## config.mk

```make
export PLATFORM = sky130hd
export DESIGN_NAME = serial_report_tx
export DESIGN_NICKNAME = d
export VERILOG_FILES = /design/src/core/serial_report_pkg.sv /design/src/core/serial_report_tx.sv
export VERILOG_INCLUDE_DIRS = /design/src /design/src/core
export SDC_FILE = /design/constraint.sdc
export NUM_CORES = 1
export LEC_CHECK = 0
export ABC_AREA = 1
export BUFFER_PORTS_ARGS = -buffer_cell sky130_fd_sc_hd__buf_2
export CAP_MARGIN = 20
export CORE_AREA = 2 2 259 261
export DETAILED_ROUTE_END_ITERATION = 8
export DIE_AREA = 0 0 261 263
export SKIP_CTS_REPAIR_TIMING = 1
export SYNTH_ARGS = -nofsm -noshare
export SYNTH_HDL_FRONTEND = slang
export SYNTH_SLANG_ARGS = --single-unit
```

## constraint.sdc

```tcl
create_clock -name sys_clk -period 3.3 [get_ports sys_clk]
set_input_delay 0.33 -clock sys_clk [delete_from_list [all_inputs] [get_ports sys_clk]]
set_output_delay 0.33 -clock sys_clk [all_outputs]
set_load 0.01 [all_outputs]
```

## src/core/serial_report_cfg.svh

```systemverilog
// Offsets, reset values, limits and timing counts of the serial report transmitter
`ifndef SERIAL_REPORT_CFG_SVH
`define SERIAL_REPORT_CFG_SVH

// ----------------------------------------------------------------------
// Register offsets (byte addresses)
// ----------------------------------------------------------------------
`define OFS_STATION 8'h00
`define OFS_SPEED 8'h04
`define OFS_FRAME 8'h08
`define OFS_INIT_SPEED 8'h0c
`define OFS_LAYOUT 8'h10
`define OFS_CYCLE 8'h14
`define OFS_SOURCE 8'h18
`define OFS_FIELDBUS 8'h1c
`define OFS_COMMAND 8'h20
`define OFS_STATUS 8'h24

// ----------------------------------------------------------------------
// Reset values and limits
// ----------------------------------------------------------------------
`define STATION_MIN 8'h0b
`define STATION_MAX 8'h63
`define USB_STATION 8'h0b
`define RST_STATION 8'h0b
`define SPEED_115200 2'h3
`define SPEED_9600 2'h0
`define FRAME_8N1 4'h8
`define FRAME_MAX 4'h9
`define CYCLE_MAX 16'hea60
`define SOURCE_COUNT 20
`define SOURCE_RSVD_A 5'h0b
`define SOURCE_RSVD_B 5'h0c
`define FIELDBUS_MAX 8'hf7
`define CMD_PRINT_BIT 0

// ----------------------------------------------------------------------
// Characters and timing
// ----------------------------------------------------------------------
`define CHAR_LF 8'h0a
`define CHAR_CR 8'h0d
`define CHAR_PLUS 8'h2b
`define CHAR_MINUS 8'h2d
`define CHAR_ZERO 8'h30
`define CLK_HZ 100000000
`define SUSPEND_S 20
`define DIV_38400 (`CLK_HZ / 38400)
`define DIV_115200 (`CLK_HZ / 115200)

`endif

```

## src/core/serial_report_pkg.sv

```systemverilog
// Types shared by the serial report transmitter
package serial_report_pkg;

  typedef enum logic [2:0] {
    TX_IDLE,
    TX_START,
    TX_DATA,
    TX_PARITY,
    TX_STOP
  } tx_state_t;

  typedef struct packed {
    logic eight_bits;
    logic parity_on;
    logic parity_odd;
    logic two_stops;
  } frame_t;

endpackage

```

## src/core/serial_report_tx.sv

```systemverilog
// Serial report transmitter: settings, cyclic scheduling and character framing
//
// Behaviour
// - Station address 11..99 recognises own requests
// - Addresses containing zero are broadcast, refused
// - USB link forces station address 11
// - Speed codes 0..3 map 9600..115200 baud; register accepts code 3 only
// - USB link forces 115200 baud
// - Frame codes 0..9 select bits, parity, stops
// - USB and variant use 8-none-1 only
// - Start-up select 0: initialise at 9600
// - Start-up select 1: initialise at configured speed
// - USB initialisation always at 115200
// - Layout 0: address, sign, digits, LF, CR
// - Layout 1: sign, digits, LF, CR
// - Cyclic report every configured seconds, max 60000
// - Own-station or broadcast request suspends cycling for 20 s
// - Cycle zero: reports only on request/print
// - Source codes 0..19, 11 and 12 reserved
// - Fieldbus 0 keeps ASCII; Modbus unavailable
// - Modbus never selectable over USB
`include "serial_report_cfg.svh"
`timescale 1ns/1ns
`default_nettype none

module serial_report_tx
  import serial_report_pkg::*;
#(
  parameter int unsigned CYC_PER_SEC = `CLK_HZ,
  parameter int unsigned DIV_9600 = `CLK_HZ / 9600,
  parameter int unsigned DIV_19200 = `CLK_HZ / 19200
) (
  // Clock and reset
  input wire logic sys_clk,
  input wire logic rst_b,
  // Register port
  input wire logic [7:0] reg_addr,
  input wire logic [31:0] reg_wdata,
  input wire logic reg_wr,
  input wire logic reg_rd,
  output logic [31:0] reg_rdata,
  // Link context
  input wire logic usb_link,
  input wire logic init_active,
  // Received requests
  input wire logic req_valid,
  input wire logic [7:0] req_addr,
  // Measured values: sign (1 = negative) and seven BCD digits each
  input wire logic [19:0] val_neg,
  input wire logic [19:0][27:0] val_bcd,
  // Serial line
  output logic tx_line,
  output logic tx_busy
);

  // ----------------------------------------------------------------------
  // Helper functions
  // ----------------------------------------------------------------------
  function automatic logic station_ok(input logic [7:0] a);
    station_ok = (a >= `STATION_MIN) && (a <= `STATION_MAX) && (a % 8'd10 != 8'd0);
  endfunction

  function automatic logic is_broadcast(input logic [7:0] a);
    is_broadcast = (a < 8'd10) || (a % 8'd10 == 8'd0);
  endfunction

  function automatic logic [13:0] speed_div(input logic [1:0] code);
    case (code)
      2'h0: speed_div = 14'(DIV_9600);
      2'h1: speed_div = 14'(DIV_19200);
      2'h2: speed_div = 14'(`DIV_38400);
      default: speed_div = 14'(`DIV_115200);
    endcase
  endfunction

  function automatic frame_t frame_decode(input logic [3:0] code);
    frame_t f;
    f.eight_bits = (code >= 4'h6);
    f.parity_on = (code < 4'h4) || (code == 4'h6) || (code == 4'h7);
    f.parity_odd = (code == 4'h2) || (code == 4'h3) || (code == 4'h7);
    f.two_stops = (code < 4'h6) ? code[0] : (code == 4'h9);
    frame_decode = f;
  endfunction

  function automatic logic [7:0] report_char(input logic [3:0] idx, input logic layout,
                                             input logic [7:0] addr, input logic neg,
                                             input logic [27:0] bcd);
    logic [3:0] pos;
    logic [27:0] shifted;
    pos = layout ? idx + 4'd2 : idx;
    shifted = bcd >> (5'd4 * (5'd9 - 5'(pos)));
    case (pos)
      4'd0: report_char = `CHAR_ZERO + addr / 8'd10;
      4'd1: report_char = `CHAR_ZERO + addr % 8'd10;
      4'd2: report_char = neg ? `CHAR_MINUS : `CHAR_PLUS;
      4'd10: report_char = `CHAR_LF;
      4'd11: report_char = `CHAR_CR;
      default: report_char = `CHAR_ZERO + {4'h0, shifted[3:0]};
    endcase
  endfunction

  // ----------------------------------------------------------------------
  // Settings registers
  // ----------------------------------------------------------------------
  logic [7:0] station_ff, nxt_station;
  logic [1:0] speed_ff, nxt_speed;
  logic [3:0] frame_ff, nxt_frame;
  logic init_sel_ff, nxt_init_sel;
  logic layout_ff, nxt_layout;
  logic [15:0] cycle_ff, nxt_cycle;
  logic [4:0] source_ff, nxt_source;
  logic [7:0] fieldbus_ff, nxt_fieldbus;
  logic [31:0] rdata_ff, nxt_rdata;
  logic print_cmd;
  logic [4:0] susp_ff, nxt_susp;

  always_comb begin
    nxt_station = station_ff;
    nxt_speed = speed_ff;
    nxt_frame = frame_ff;
    nxt_init_sel = init_sel_ff;
    nxt_layout = layout_ff;
    nxt_cycle = cycle_ff;
    nxt_source = source_ff;
    nxt_fieldbus = fieldbus_ff;
    print_cmd = 1'b0;
    nxt_rdata = 32'h0;
    if (reg_wr) begin
      case (reg_addr)
        `OFS_STATION: if (station_ok(reg_wdata[7:0]) && reg_wdata[31:8] == 24'h0) begin
          nxt_station = reg_wdata[7:0];
        end
        `OFS_SPEED: if (reg_wdata == {30'h0, `SPEED_115200}) begin
          nxt_speed = reg_wdata[1:0];
        end
        `OFS_FRAME: if (reg_wdata == {28'h0, `FRAME_8N1}) begin
          nxt_frame = reg_wdata[3:0];
        end
        `OFS_INIT_SPEED: nxt_init_sel = reg_wdata[0];
        `OFS_LAYOUT: nxt_layout = reg_wdata[0];
        `OFS_CYCLE: if (reg_wdata <= {16'h0, `CYCLE_MAX}) begin
          nxt_cycle = reg_wdata[15:0];
        end
        `OFS_SOURCE: if (reg_wdata < 32'(`SOURCE_COUNT) && reg_wdata[4:0] != `SOURCE_RSVD_A
                         && reg_wdata[4:0] != `SOURCE_RSVD_B) begin
          nxt_source = reg_wdata[4:0];
        end
        `OFS_FIELDBUS: if (reg_wdata == 32'h0) begin
          nxt_fieldbus = 8'h0;
        end
        `OFS_COMMAND: print_cmd = reg_wdata[`CMD_PRINT_BIT];
        default: ;
      endcase
    end
    if (reg_rd) begin
      case (reg_addr)
        `OFS_STATION: nxt_rdata = {24'h0, station_ff};
        `OFS_SPEED: nxt_rdata = {30'h0, speed_ff};
        `OFS_FRAME: nxt_rdata = {28'h0, frame_ff};
        `OFS_INIT_SPEED: nxt_rdata = {31'h0, init_sel_ff};
        `OFS_LAYOUT: nxt_rdata = {31'h0, layout_ff};
        `OFS_CYCLE: nxt_rdata = {16'h0, cycle_ff};
        `OFS_SOURCE: nxt_rdata = {27'h0, source_ff};
        `OFS_FIELDBUS: nxt_rdata = {24'h0, fieldbus_ff};
        `OFS_STATUS: nxt_rdata = {24'h0, susp_ff, usb_link, susp_ff != 5'h0, tx_busy};
        default: nxt_rdata = 32'h0;
      endcase
    end
  end

  always_ff @(posedge sys_clk or negedge rst_b) begin
    if (!rst_b) begin
      station_ff <= `RST_STATION;
      speed_ff <= `SPEED_115200;
      frame_ff <= `FRAME_8N1;
      init_sel_ff <= 1'b0;
      layout_ff <= 1'b0;
      cycle_ff <= 16'h0;
      source_ff <= 5'h0;
      fieldbus_ff <= 8'h0;
      rdata_ff <= 32'h0;
    end else begin
      station_ff <= nxt_station;
      speed_ff <= nxt_speed;
      frame_ff <= nxt_frame;
      init_sel_ff <= nxt_init_sel;
      layout_ff <= nxt_layout;
      cycle_ff <= nxt_cycle;
      source_ff <= nxt_source;
      fieldbus_ff <= nxt_fieldbus;
      rdata_ff <= nxt_rdata;
    end
  end

  assign reg_rdata = rdata_ff;

  // ----------------------------------------------------------------------
  // Effective link settings
  // ----------------------------------------------------------------------
  logic [7:0] eff_station;
  logic [1:0] eff_speed;
  logic [3:0] eff_frame;

  always_comb begin
    eff_station = usb_link ? `USB_STATION : station_ff;
    if (usb_link) begin
      eff_speed = `SPEED_115200;
    end else if (init_active && !init_sel_ff) begin
      eff_speed = `SPEED_9600;
    end else begin
      eff_speed = speed_ff;
    end
    eff_frame = usb_link ? `FRAME_8N1 : frame_ff;
  end

  // ----------------------------------------------------------------------
  // Report scheduling
  // ----------------------------------------------------------------------
  logic [26:0] sec_cnt_ff, nxt_sec_cnt;
  logic [15:0] elapsed_ff, nxt_elapsed;
  logic pend_ff, nxt_pend;
  logic sec_tick, req_hit, start_report;

  always_comb begin
    sec_tick = (sec_cnt_ff == 27'(CYC_PER_SEC - 1));
    nxt_sec_cnt = sec_tick ? 27'h0 : sec_cnt_ff + 27'h1;
    req_hit = req_valid && (req_addr == eff_station || is_broadcast(req_addr));
    nxt_susp = susp_ff;
    nxt_elapsed = elapsed_ff;
    nxt_pend = pend_ff && !start_report;
    if (sec_tick && susp_ff != 5'h0) begin
      nxt_susp = susp_ff - 5'h1;
    end
    if (cycle_ff == 16'h0 || susp_ff != 5'h0) begin
      nxt_elapsed = 16'h0;
    end else if (sec_tick) begin
      if (elapsed_ff + 16'h1 >= cycle_ff) begin
        nxt_elapsed = 16'h0;
        nxt_pend = 1'b1;
      end else begin
        nxt_elapsed = elapsed_ff + 16'h1;
      end
    end
    if (req_hit) begin
      nxt_susp = 5'(`SUSPEND_S);
      nxt_elapsed = 16'h0;
      if (req_addr == eff_station) begin
        nxt_pend = 1'b1;
      end
    end
    if (print_cmd) begin
      nxt_pend = 1'b1;
    end
  end

  always_ff @(posedge sys_clk or negedge rst_b) begin
    if (!rst_b) begin
      sec_cnt_ff <= 27'h0;
      elapsed_ff <= 16'h0;
      susp_ff <= 5'h0;
      pend_ff <= 1'b0;
    end else begin
      sec_cnt_ff <= nxt_sec_cnt;
      elapsed_ff <= nxt_elapsed;
      susp_ff <= nxt_susp;
      pend_ff <= nxt_pend;
    end
  end

  // ----------------------------------------------------------------------
  // Character framing
  // ----------------------------------------------------------------------
  tx_state_t st_ff, nxt_st;
  frame_t fr_ff, nxt_fr;
  logic [13:0] div_ff, nxt_div;
  logic [13:0] bcnt_ff, nxt_bcnt;
  logic [2:0] bit_ff, nxt_bit;
  logic stop2_ff, nxt_stop2;
  logic [7:0] shift_ff, nxt_shift;
  logic par_ff, nxt_par;
  logic [3:0] idx_ff, nxt_idx;
  logic rep_ff, nxt_rep;
  logic lay_ff, nxt_lay;
  logic [7:0] rep_addr_ff, nxt_rep_addr;
  logic neg_ff, nxt_neg;
  logic [27:0] bcd_ff, nxt_bcd;
  logic line_ff, nxt_line;
  logic baud_tick;
  logic [3:0] last_idx;
  logic [7:0] cur_char;

  assign start_report = !rep_ff && pend_ff;

  always_comb begin
    nxt_st = st_ff;
    nxt_fr = fr_ff;
    nxt_div = div_ff;
    nxt_bit = bit_ff;
    nxt_stop2 = stop2_ff;
    nxt_shift = shift_ff;
    nxt_par = par_ff;
    nxt_idx = idx_ff;
    nxt_rep = rep_ff;
    nxt_lay = lay_ff;
    nxt_rep_addr = rep_addr_ff;
    nxt_neg = neg_ff;
    nxt_bcd = bcd_ff;
    nxt_line = line_ff;
    baud_tick = (bcnt_ff == 14'h0);
    nxt_bcnt = baud_tick ? div_ff - 14'h1 : bcnt_ff - 14'h1;
    last_idx = lay_ff ? 4'd9 : 4'd11;
    cur_char = report_char(idx_ff, lay_ff, rep_addr_ff, neg_ff, bcd_ff);
    if (start_report) begin
      nxt_rep = 1'b1;
      nxt_idx = 4'h0;
      nxt_lay = layout_ff;
      nxt_rep_addr = eff_station;
      nxt_neg = val_neg[source_ff];
      nxt_bcd = val_bcd[source_ff];
    end
    case (st_ff)
      TX_IDLE: begin
        nxt_line = 1'b1;
        if (rep_ff) begin
          nxt_fr = frame_decode(eff_frame);
          nxt_div = speed_div(eff_speed);
          nxt_bcnt = speed_div(eff_speed) - 14'h1;
          nxt_shift = cur_char;
          nxt_par = 1'b0;
          nxt_line = 1'b0;
          nxt_st = TX_START;
        end
      end
      TX_START: if (baud_tick) begin
        nxt_line = shift_ff[0];
        nxt_par = shift_ff[0];
        nxt_shift = {1'b0, shift_ff[7:1]};
        nxt_bit = 3'h0;
        nxt_st = TX_DATA;
      end
      TX_DATA: if (baud_tick) begin
        if (bit_ff == (fr_ff.eight_bits ? 3'h7 : 3'h6)) begin
          if (fr_ff.parity_on) begin
            nxt_line = par_ff ^ fr_ff.parity_odd;
            nxt_st = TX_PARITY;
          end else begin
            nxt_line = 1'b1;
            nxt_stop2 = fr_ff.two_stops;
            nxt_st = TX_STOP;
          end
        end else begin
          nxt_line = shift_ff[0];
          nxt_par = par_ff ^ shift_ff[0];
          nxt_shift = {1'b0, shift_ff[7:1]};
          nxt_bit = bit_ff + 3'h1;
        end
      end
      TX_PARITY: if (baud_tick) begin
        nxt_line = 1'b1;
        nxt_stop2 = fr_ff.two_stops;
        nxt_st = TX_STOP;
      end
      TX_STOP: if (baud_tick) begin
        if (stop2_ff) begin
          nxt_stop2 = 1'b0;
        end else begin
          nxt_st = TX_IDLE;
          if (idx_ff == last_idx) begin
            nxt_rep = 1'b0;
          end else begin
            nxt_idx = idx_ff + 4'h1;
          end
        end
      end
      default: nxt_st = TX_IDLE;
    endcase
  end

  always_ff @(posedge sys_clk or negedge rst_b) begin
    if (!rst_b) begin
      st_ff <= TX_IDLE;
      fr_ff <= '0;
      div_ff <= 14'(`DIV_115200);
      bcnt_ff <= 14'h0;
      bit_ff <= 3'h0;
      stop2_ff <= 1'b0;
      shift_ff <= 8'h0;
      par_ff <= 1'b0;
      idx_ff <= 4'h0;
      rep_ff <= 1'b0;
      lay_ff <= 1'b0;
      rep_addr_ff <= 8'h0;
      neg_ff <= 1'b0;
      bcd_ff <= 28'h0;
      line_ff <= 1'b1;
    end else begin
      st_ff <= nxt_st;
      fr_ff <= nxt_fr;
      div_ff <= nxt_div;
      bcnt_ff <= nxt_bcnt;
      bit_ff <= nxt_bit;
      stop2_ff <= nxt_stop2;
      shift_ff <= nxt_shift;
      par_ff <= nxt_par;
      idx_ff <= nxt_idx;
      rep_ff <= nxt_rep;
      lay_ff <= nxt_lay;
      rep_addr_ff <= nxt_rep_addr;
      neg_ff <= nxt_neg;
      bcd_ff <= nxt_bcd;
      line_ff <= nxt_line;
    end
  end

  assign tx_line = line_ff;
  assign tx_busy = rep_ff;

endmodule // serial_report_tx

`default_nettype wire

```

# Word-level counts from Yosys, hierarchy flattened
# Index checks and enable logic that the tools add are counted.
dict set report op_classes {
  mux 82
  n_lt_le_gt_ge 10
  eq_ne 40
  n_addsub 13
  n_bitwise 2
  reduce_logical 49
  shifts 1
  div 4
}
# operator count
set ops {}
lappend ops {{28-bit binary-select mux with 5-bit select} 1}
lappend ops {{16-bit one-hot mux with 8 select lines} 1}
lappend ops {{16-bit 2-to-1 mux} 5}
lappend ops {{14-bit 2-to-1 mux} 5}
lappend ops {{14-bit one-hot mux with 3 select lines} 1}
lappend ops {{14-bit by 1-bit subtractor with 14-bit output, second input constant} 3}
lappend ops {{8-bit 2-to-1 mux} 5}
lappend ops {{8-bit one-hot mux with 5 select lines} 1}
lappend ops {{3-bit 2-to-1 mux} 12}
lappend ops {{32-bit by 2-bit == test with 1-bit output, second input constant} 1}
lappend ops {{32-bit by 4-bit == test with 1-bit output, second input constant} 1}
lappend ops {{32-bit by 16-bit <= comparator with 1-bit output, second input constant} 1}
lappend ops {{32-bit by 5-bit less-than comparator with 1-bit output, second input constant} 1}
lappend ops {{1-bit 2-to-1 mux} 30}
lappend ops {{28-bit 2-to-1 mux} 1}
lappend ops {{4-bit 2-to-1 mux} 7}
lappend ops {{28-bit by 5-bit >> shifter with 4-bit output} 1}
lappend ops {{27-bit by 1-bit adder with 27-bit output, second input constant} 1}
lappend ops {{27-bit == test, second input constant} 1}
lappend ops {{27-bit 2-to-1 mux} 1}
lappend ops {{8-bit by 5-bit == test with 1-bit output, second input constant} 3}
lappend ops {{24-bit zero test} 1}
lappend ops {{8-bit by 4-bit remainder unit with 8-bit output, second input constant} 3}
lappend ops {{8-bit one-hot mux with 3 select lines} 1}
lappend ops {{other kinds (61)} 113}
dict set report word_totals {
  register_bits 210
  input_bits 635
  output_inout_bits 34
}

# Logic depth before layout (Yosys ltp)
dict set report depth {
  word_depth 11
  ltp_mapped 28
  ltp_nobuf 27
}

# Worst setup path after synthesis
# OpenSTA, ideal clock, no wires.
dict set report synth_path {
  path_type {register -> register}
  from {reg elapsed_ff[0]}
  to {reg elapsed_ff[10]}
  path_stages_with_launch 17
  t_required_ps 3234
  t_arrival_ps 3095
  setup_ps 66
  path_slack_ps 140
  path_cell_list {dfrtp_1 > nand3_1 > nor2_1 > nand4_1 > nor3_1 > nand3_1 > xor2_1 > inv_1 > ha_1 > a21oi_1 > nor2_1 > a211oi_1 > o2111ai_1 > nor3_1 > clkbuf_1 > nand3_1 > nand2_1}
}
dict set report synth_between {
  elab_chain_cells 6
}
# item line_no
set synth_rtl {}
lappend synth_rtl {{from (decl)} serial_report_tx.sv:220} ;# logic [15:0] elapsed_ff, nxt_elapsed;
lappend synth_rtl {{from (signal assigned)} serial_report_tx.sv:264} ;# elapsed_ff <= nxt_elapsed;
lappend synth_rtl {{16-bit by 1-bit adder with 16-bit output (*)} {serial_report_tx.sv:237, serial_report_tx.sv:241}}
lappend synth_rtl {{16-bit >= comparator} serial_report_tx.sv:237} ;# if (elapsed_ff + 16'h1 >= cycle_ff) begin
lappend synth_rtl {{16-bit 2-to-1 mux (*)} serial_report_tx.sv:237}
lappend synth_rtl {{16-bit 2-to-1 mux (*)} serial_report_tx.sv:236} ;# end else if (sec_tick) begin
lappend synth_rtl {{16-bit 2-to-1 mux (*)} serial_report_tx.sv:234} ;# if (cycle_ff == 16'h0 || susp_ff != 5'h0) begin
lappend synth_rtl {{16-bit 2-to-1 mux (*)} serial_report_tx.sv:244} ;# if (req_hit) begin
# Mark *: on every way between the ends. The rest lies on a longest branch, timed or not. The select of a mux whose other input is x is not followed.
# A chain may end at the register's enable or synchronous reset.

# Worst setup path in the final report
dict set report layout_path {
  from {reg elapsed_ff[0]}
  to {reg elapsed_ff[3]}
}
# Same word-level chain as after synthesis.

==> run summary <==
Final Hold Viols - 0
leakage power - 10.4 nW
most frequent cell on the critical path - nand3_1
Post-Synthesis Cell Area - 16,200 um^2
layout cells sized above 1 - 26.7%
slowest stage delay, CP - 0.42 ns
CP Capture Type - flip-flop
routability cong. - 0.979
cells along the critical path - nand3_1 -> nor2_1 -> nand4_1 -> nor3_1 -> buf_4 -> nand3_1 -> xor2_1 -> inv_1 -> ha_1 -> a21oi_1 -> nor2_1 -> a211oi_2 -> o2111ai_2 -> nor3_4 -> buf_6 -> nand3_1 -> nand2_1
Worst Setup Slack post-DPL - 0.0143 ns
final slew viol count - 0
IO buf count - 652
Max-Cap Viols - 0
Least-Margin Pin Slew - 0.794 ns
Cells after DPL - 3,946
final cell count without fillers - 4,006
Initial Util - 24.7%
Synth cell types - 56
commonest non-fill, non-tap cell in the layout - buf_2
Residual DRC - 0
CP Class - reg2reg
vias per cell - 5.11
leading area contributor after synthesis - dfrtp_1
Layout fillers - 7,346
fin crit period - 3.03 ns
Std-Cell Core Area - 65,600 um^2
worst skew pair latency - 0.46 ns
CP required - 3.70 ns
router iterations before antenna repair - 6
via count - 20,500
row cnt - 94
CP arrival - 3.43 ns
Synth Flop Type - dfrtp_1
synthesized flop and latch total - 189
Clk pin slew, worst setup/hold paths - 0.08 ns
vias in the first global route - 19,100
fmax - 330 MHz
Layout Skew - 0.0186 ns
Die W - 261 um
most frequent cells in the layout - 651 x buf_2, 454 x nor2_1, 424 x nand2_1, 372 x o21ai_0, 212 x inv_1
ys async rst share - 100%
Slew headroom - 46.5%
top-area cell type share of the netlist area - 27.5%
initial antenna violation count - 59
Layout area overhead - 30.9%
nets - 3,773
clock root cell - clkbuf_16
EDFF count, synth - 0
Area contributors post-synth - dfrtp_1 27%, o21ai_0 11%, nor2_1 11%
Avg Cell Area, Syn - 6.44 um^2
status - finished, final reports clean
GRT Total Usage - 25.3%
Die Y - 263 um
CTS buffer count - 17
CTS max path bufs - 2
crit-path max FO - 8
GR Overflow Total - 0
crit start category - flip-flop
hpwl dp - 74.1 mm
Setup-failing EPs final - 0
Final Cycle Share - 91.8%
Seq/Total Area, Yosys - 29.3%
TritonCTS clock tree - yes
routed len/inst - 22.4 um
synthesized instance count - 2,514
final WL - 89.8 mm
Worst VDD drop - 315 uV
CTS sink cnt - 189
die area - 68,600 um^2
first-pass GRT wire length - 127 mm
Pwr Density - 324 nW/um^2
largest net degree at the start of global routing - 123
Synth Warn # - 0
H-tree levels - 4
DRT antenna net count - 0
Setup WS post-layout - 0.270 ns
I/O pins - 669
CP max stage cell - dfrtp_1
min-delay worst type - in2reg
1st-iter DRT viols - 1,695
through the flow:
step | hold WS (ns) | total power, W | TNS, ns | area [um^2] | util, %
floorplan | 0.0344 | 0.00399 | 0 | 16300 | -
global placement | 0.403 | 0.00483 | 0 | 20500 | 31.2
detailed placement | 0.406 | 0.00484 | 0 | 20500 | 31.2
CTS | -0.103 | 0.00691 | 0 | 21100 | 32.1
global route | 0.113 | 0.00734 | -0.00251 | 21200 | 32.3
finish | 0.108 | 0.00688 | 0 | 21200 | 32.3
cell families (layout without fill, tap and decap cells):
group	count (synthesis)	in the layout	share of synthesized area, %
muxes	4	4	0.278
and+or+nand+nor	1145	1145	29.7
AOI/OAI and AO/OA	712	712	26.4
DFF	189	189	29.3
other	2	42	0.0464
adders and majority gates	34	34	2.63
xor gates and xnor gates	38	38	2.05
buffers and inverters	390	978	9.59
report_power, final:
part | total, W | switching, W | internal [W]
clock network | 0.00206 | 0.00104 | 0.00101
logic | 0.00205 | 0.00125 | 0.000795
registers | 0.00277 | 0.000173 | 0.00260
registers in the layout (all words and copies together), names as in the netlist, 2 cells and up:
register	flops
rep_addr_ff	8
sec_cnt_ff	27
cycle_ff	16
shift_ff	8
bit_ff	3
frame_ff	4
source_ff	5
st_ff	3
fr_ff	4
reg_rdata	16
bcnt_ff	14
idx_ff	4
div_ff	9
susp_ff	5
speed_ff	2
elapsed_ff	16
bcd_ff	28
station_ff	8
critical path: cells and delay by family, from the launching register on:
family	cells	cell delay, ns
flip-flops	1	0.42
XOR/XNOR	1	0.13
AND/OR/NAND/NOR	9	1.20
adder cells (fa/ha/maj)	1	0.29
AO/OA/AOI/OAI	3	0.52
buffers and inverters	3	0.41
area by class of cell:
type | count | area (um^2) | share of cell area, %
Clock inverter | 14 | 129 | 0.607
Tap cell | 864 | 1080 | 5.10
Antenna cell | 25 | 62.6 | 0.295
Sequential cell | 189 | 4760 | 22.4
Inverter | 229 | 870 | 4.10
Clock buffer | 18 | 439 | 2.07
Timing Repair Buffer | 717 | 3870 | 18.2
Multi-Input combinational cell | 1950 | 10000 | 47.2
synthesized netlist by cell type, types with 4 or more instances:
master and n:
o21a_1 5, nand2_2 17, buf_6 4, xnor2_1 12, a31oi_1 43, dfstp_2 11, nor4_1 22, o21ai_0 372
o2111ai_1 5, ha_1 34, dfrtp_1 178, nor2_2 4, xor2_1 26, mux2_2 4, a21oi_1 49, o211ai_1 45
inv_2 13, a211oi_1 5, nand3_1 134, clkbuf_1 138, or2_2 4, o21ai_1 5, o221ai_1 80, a22oi_1 6
nand4_1 35, nand3_2 4, o22ai_1 74, a221oi_1 5, nand2_1 424, nand2_4 4, buf_4 16, nor2_1 455
inv_1 215, nor3_1 33
worst paths after layout:
kind                                                 from                        end  slack, ns  cells past startpoint
min in group asynchronous                           rst_b    sec_cnt_ff[3]$_DFF_PN0_       0.45                      2
worst max register to register  elapsed_ff[0]$_DFFE_PN0P_  elapsed_ff[3]$_DFFE_PN0P_       0.27                     17
worst min register to register      div_ff[9]$_DFFE_PN1P_      div_ff[9]$_DFFE_PN1P_       0.47                      2
worst min-delay path                            req_valid     susp_ff[1]$_DFFE_PN0P_       0.11                      2
worst max-delay path            elapsed_ff[0]$_DFFE_PN0P_  elapsed_ff[3]$_DFFE_PN0P_       0.27                     17
max in group asynchronous                           rst_b     reg_rdata[9]$_DFF_PN0_       1.97                      3
metal layers:
layer	wire, um	GRT usage [%]	up-vias
li1	-	-	9841
met1	39400	35.2	9540
met2	39200	39.4	940
met3	8130	5.47	147
met4	2980	7.03	20
met5	115	0	-
No activity file was read; power rests on OpenSTA's default activity.
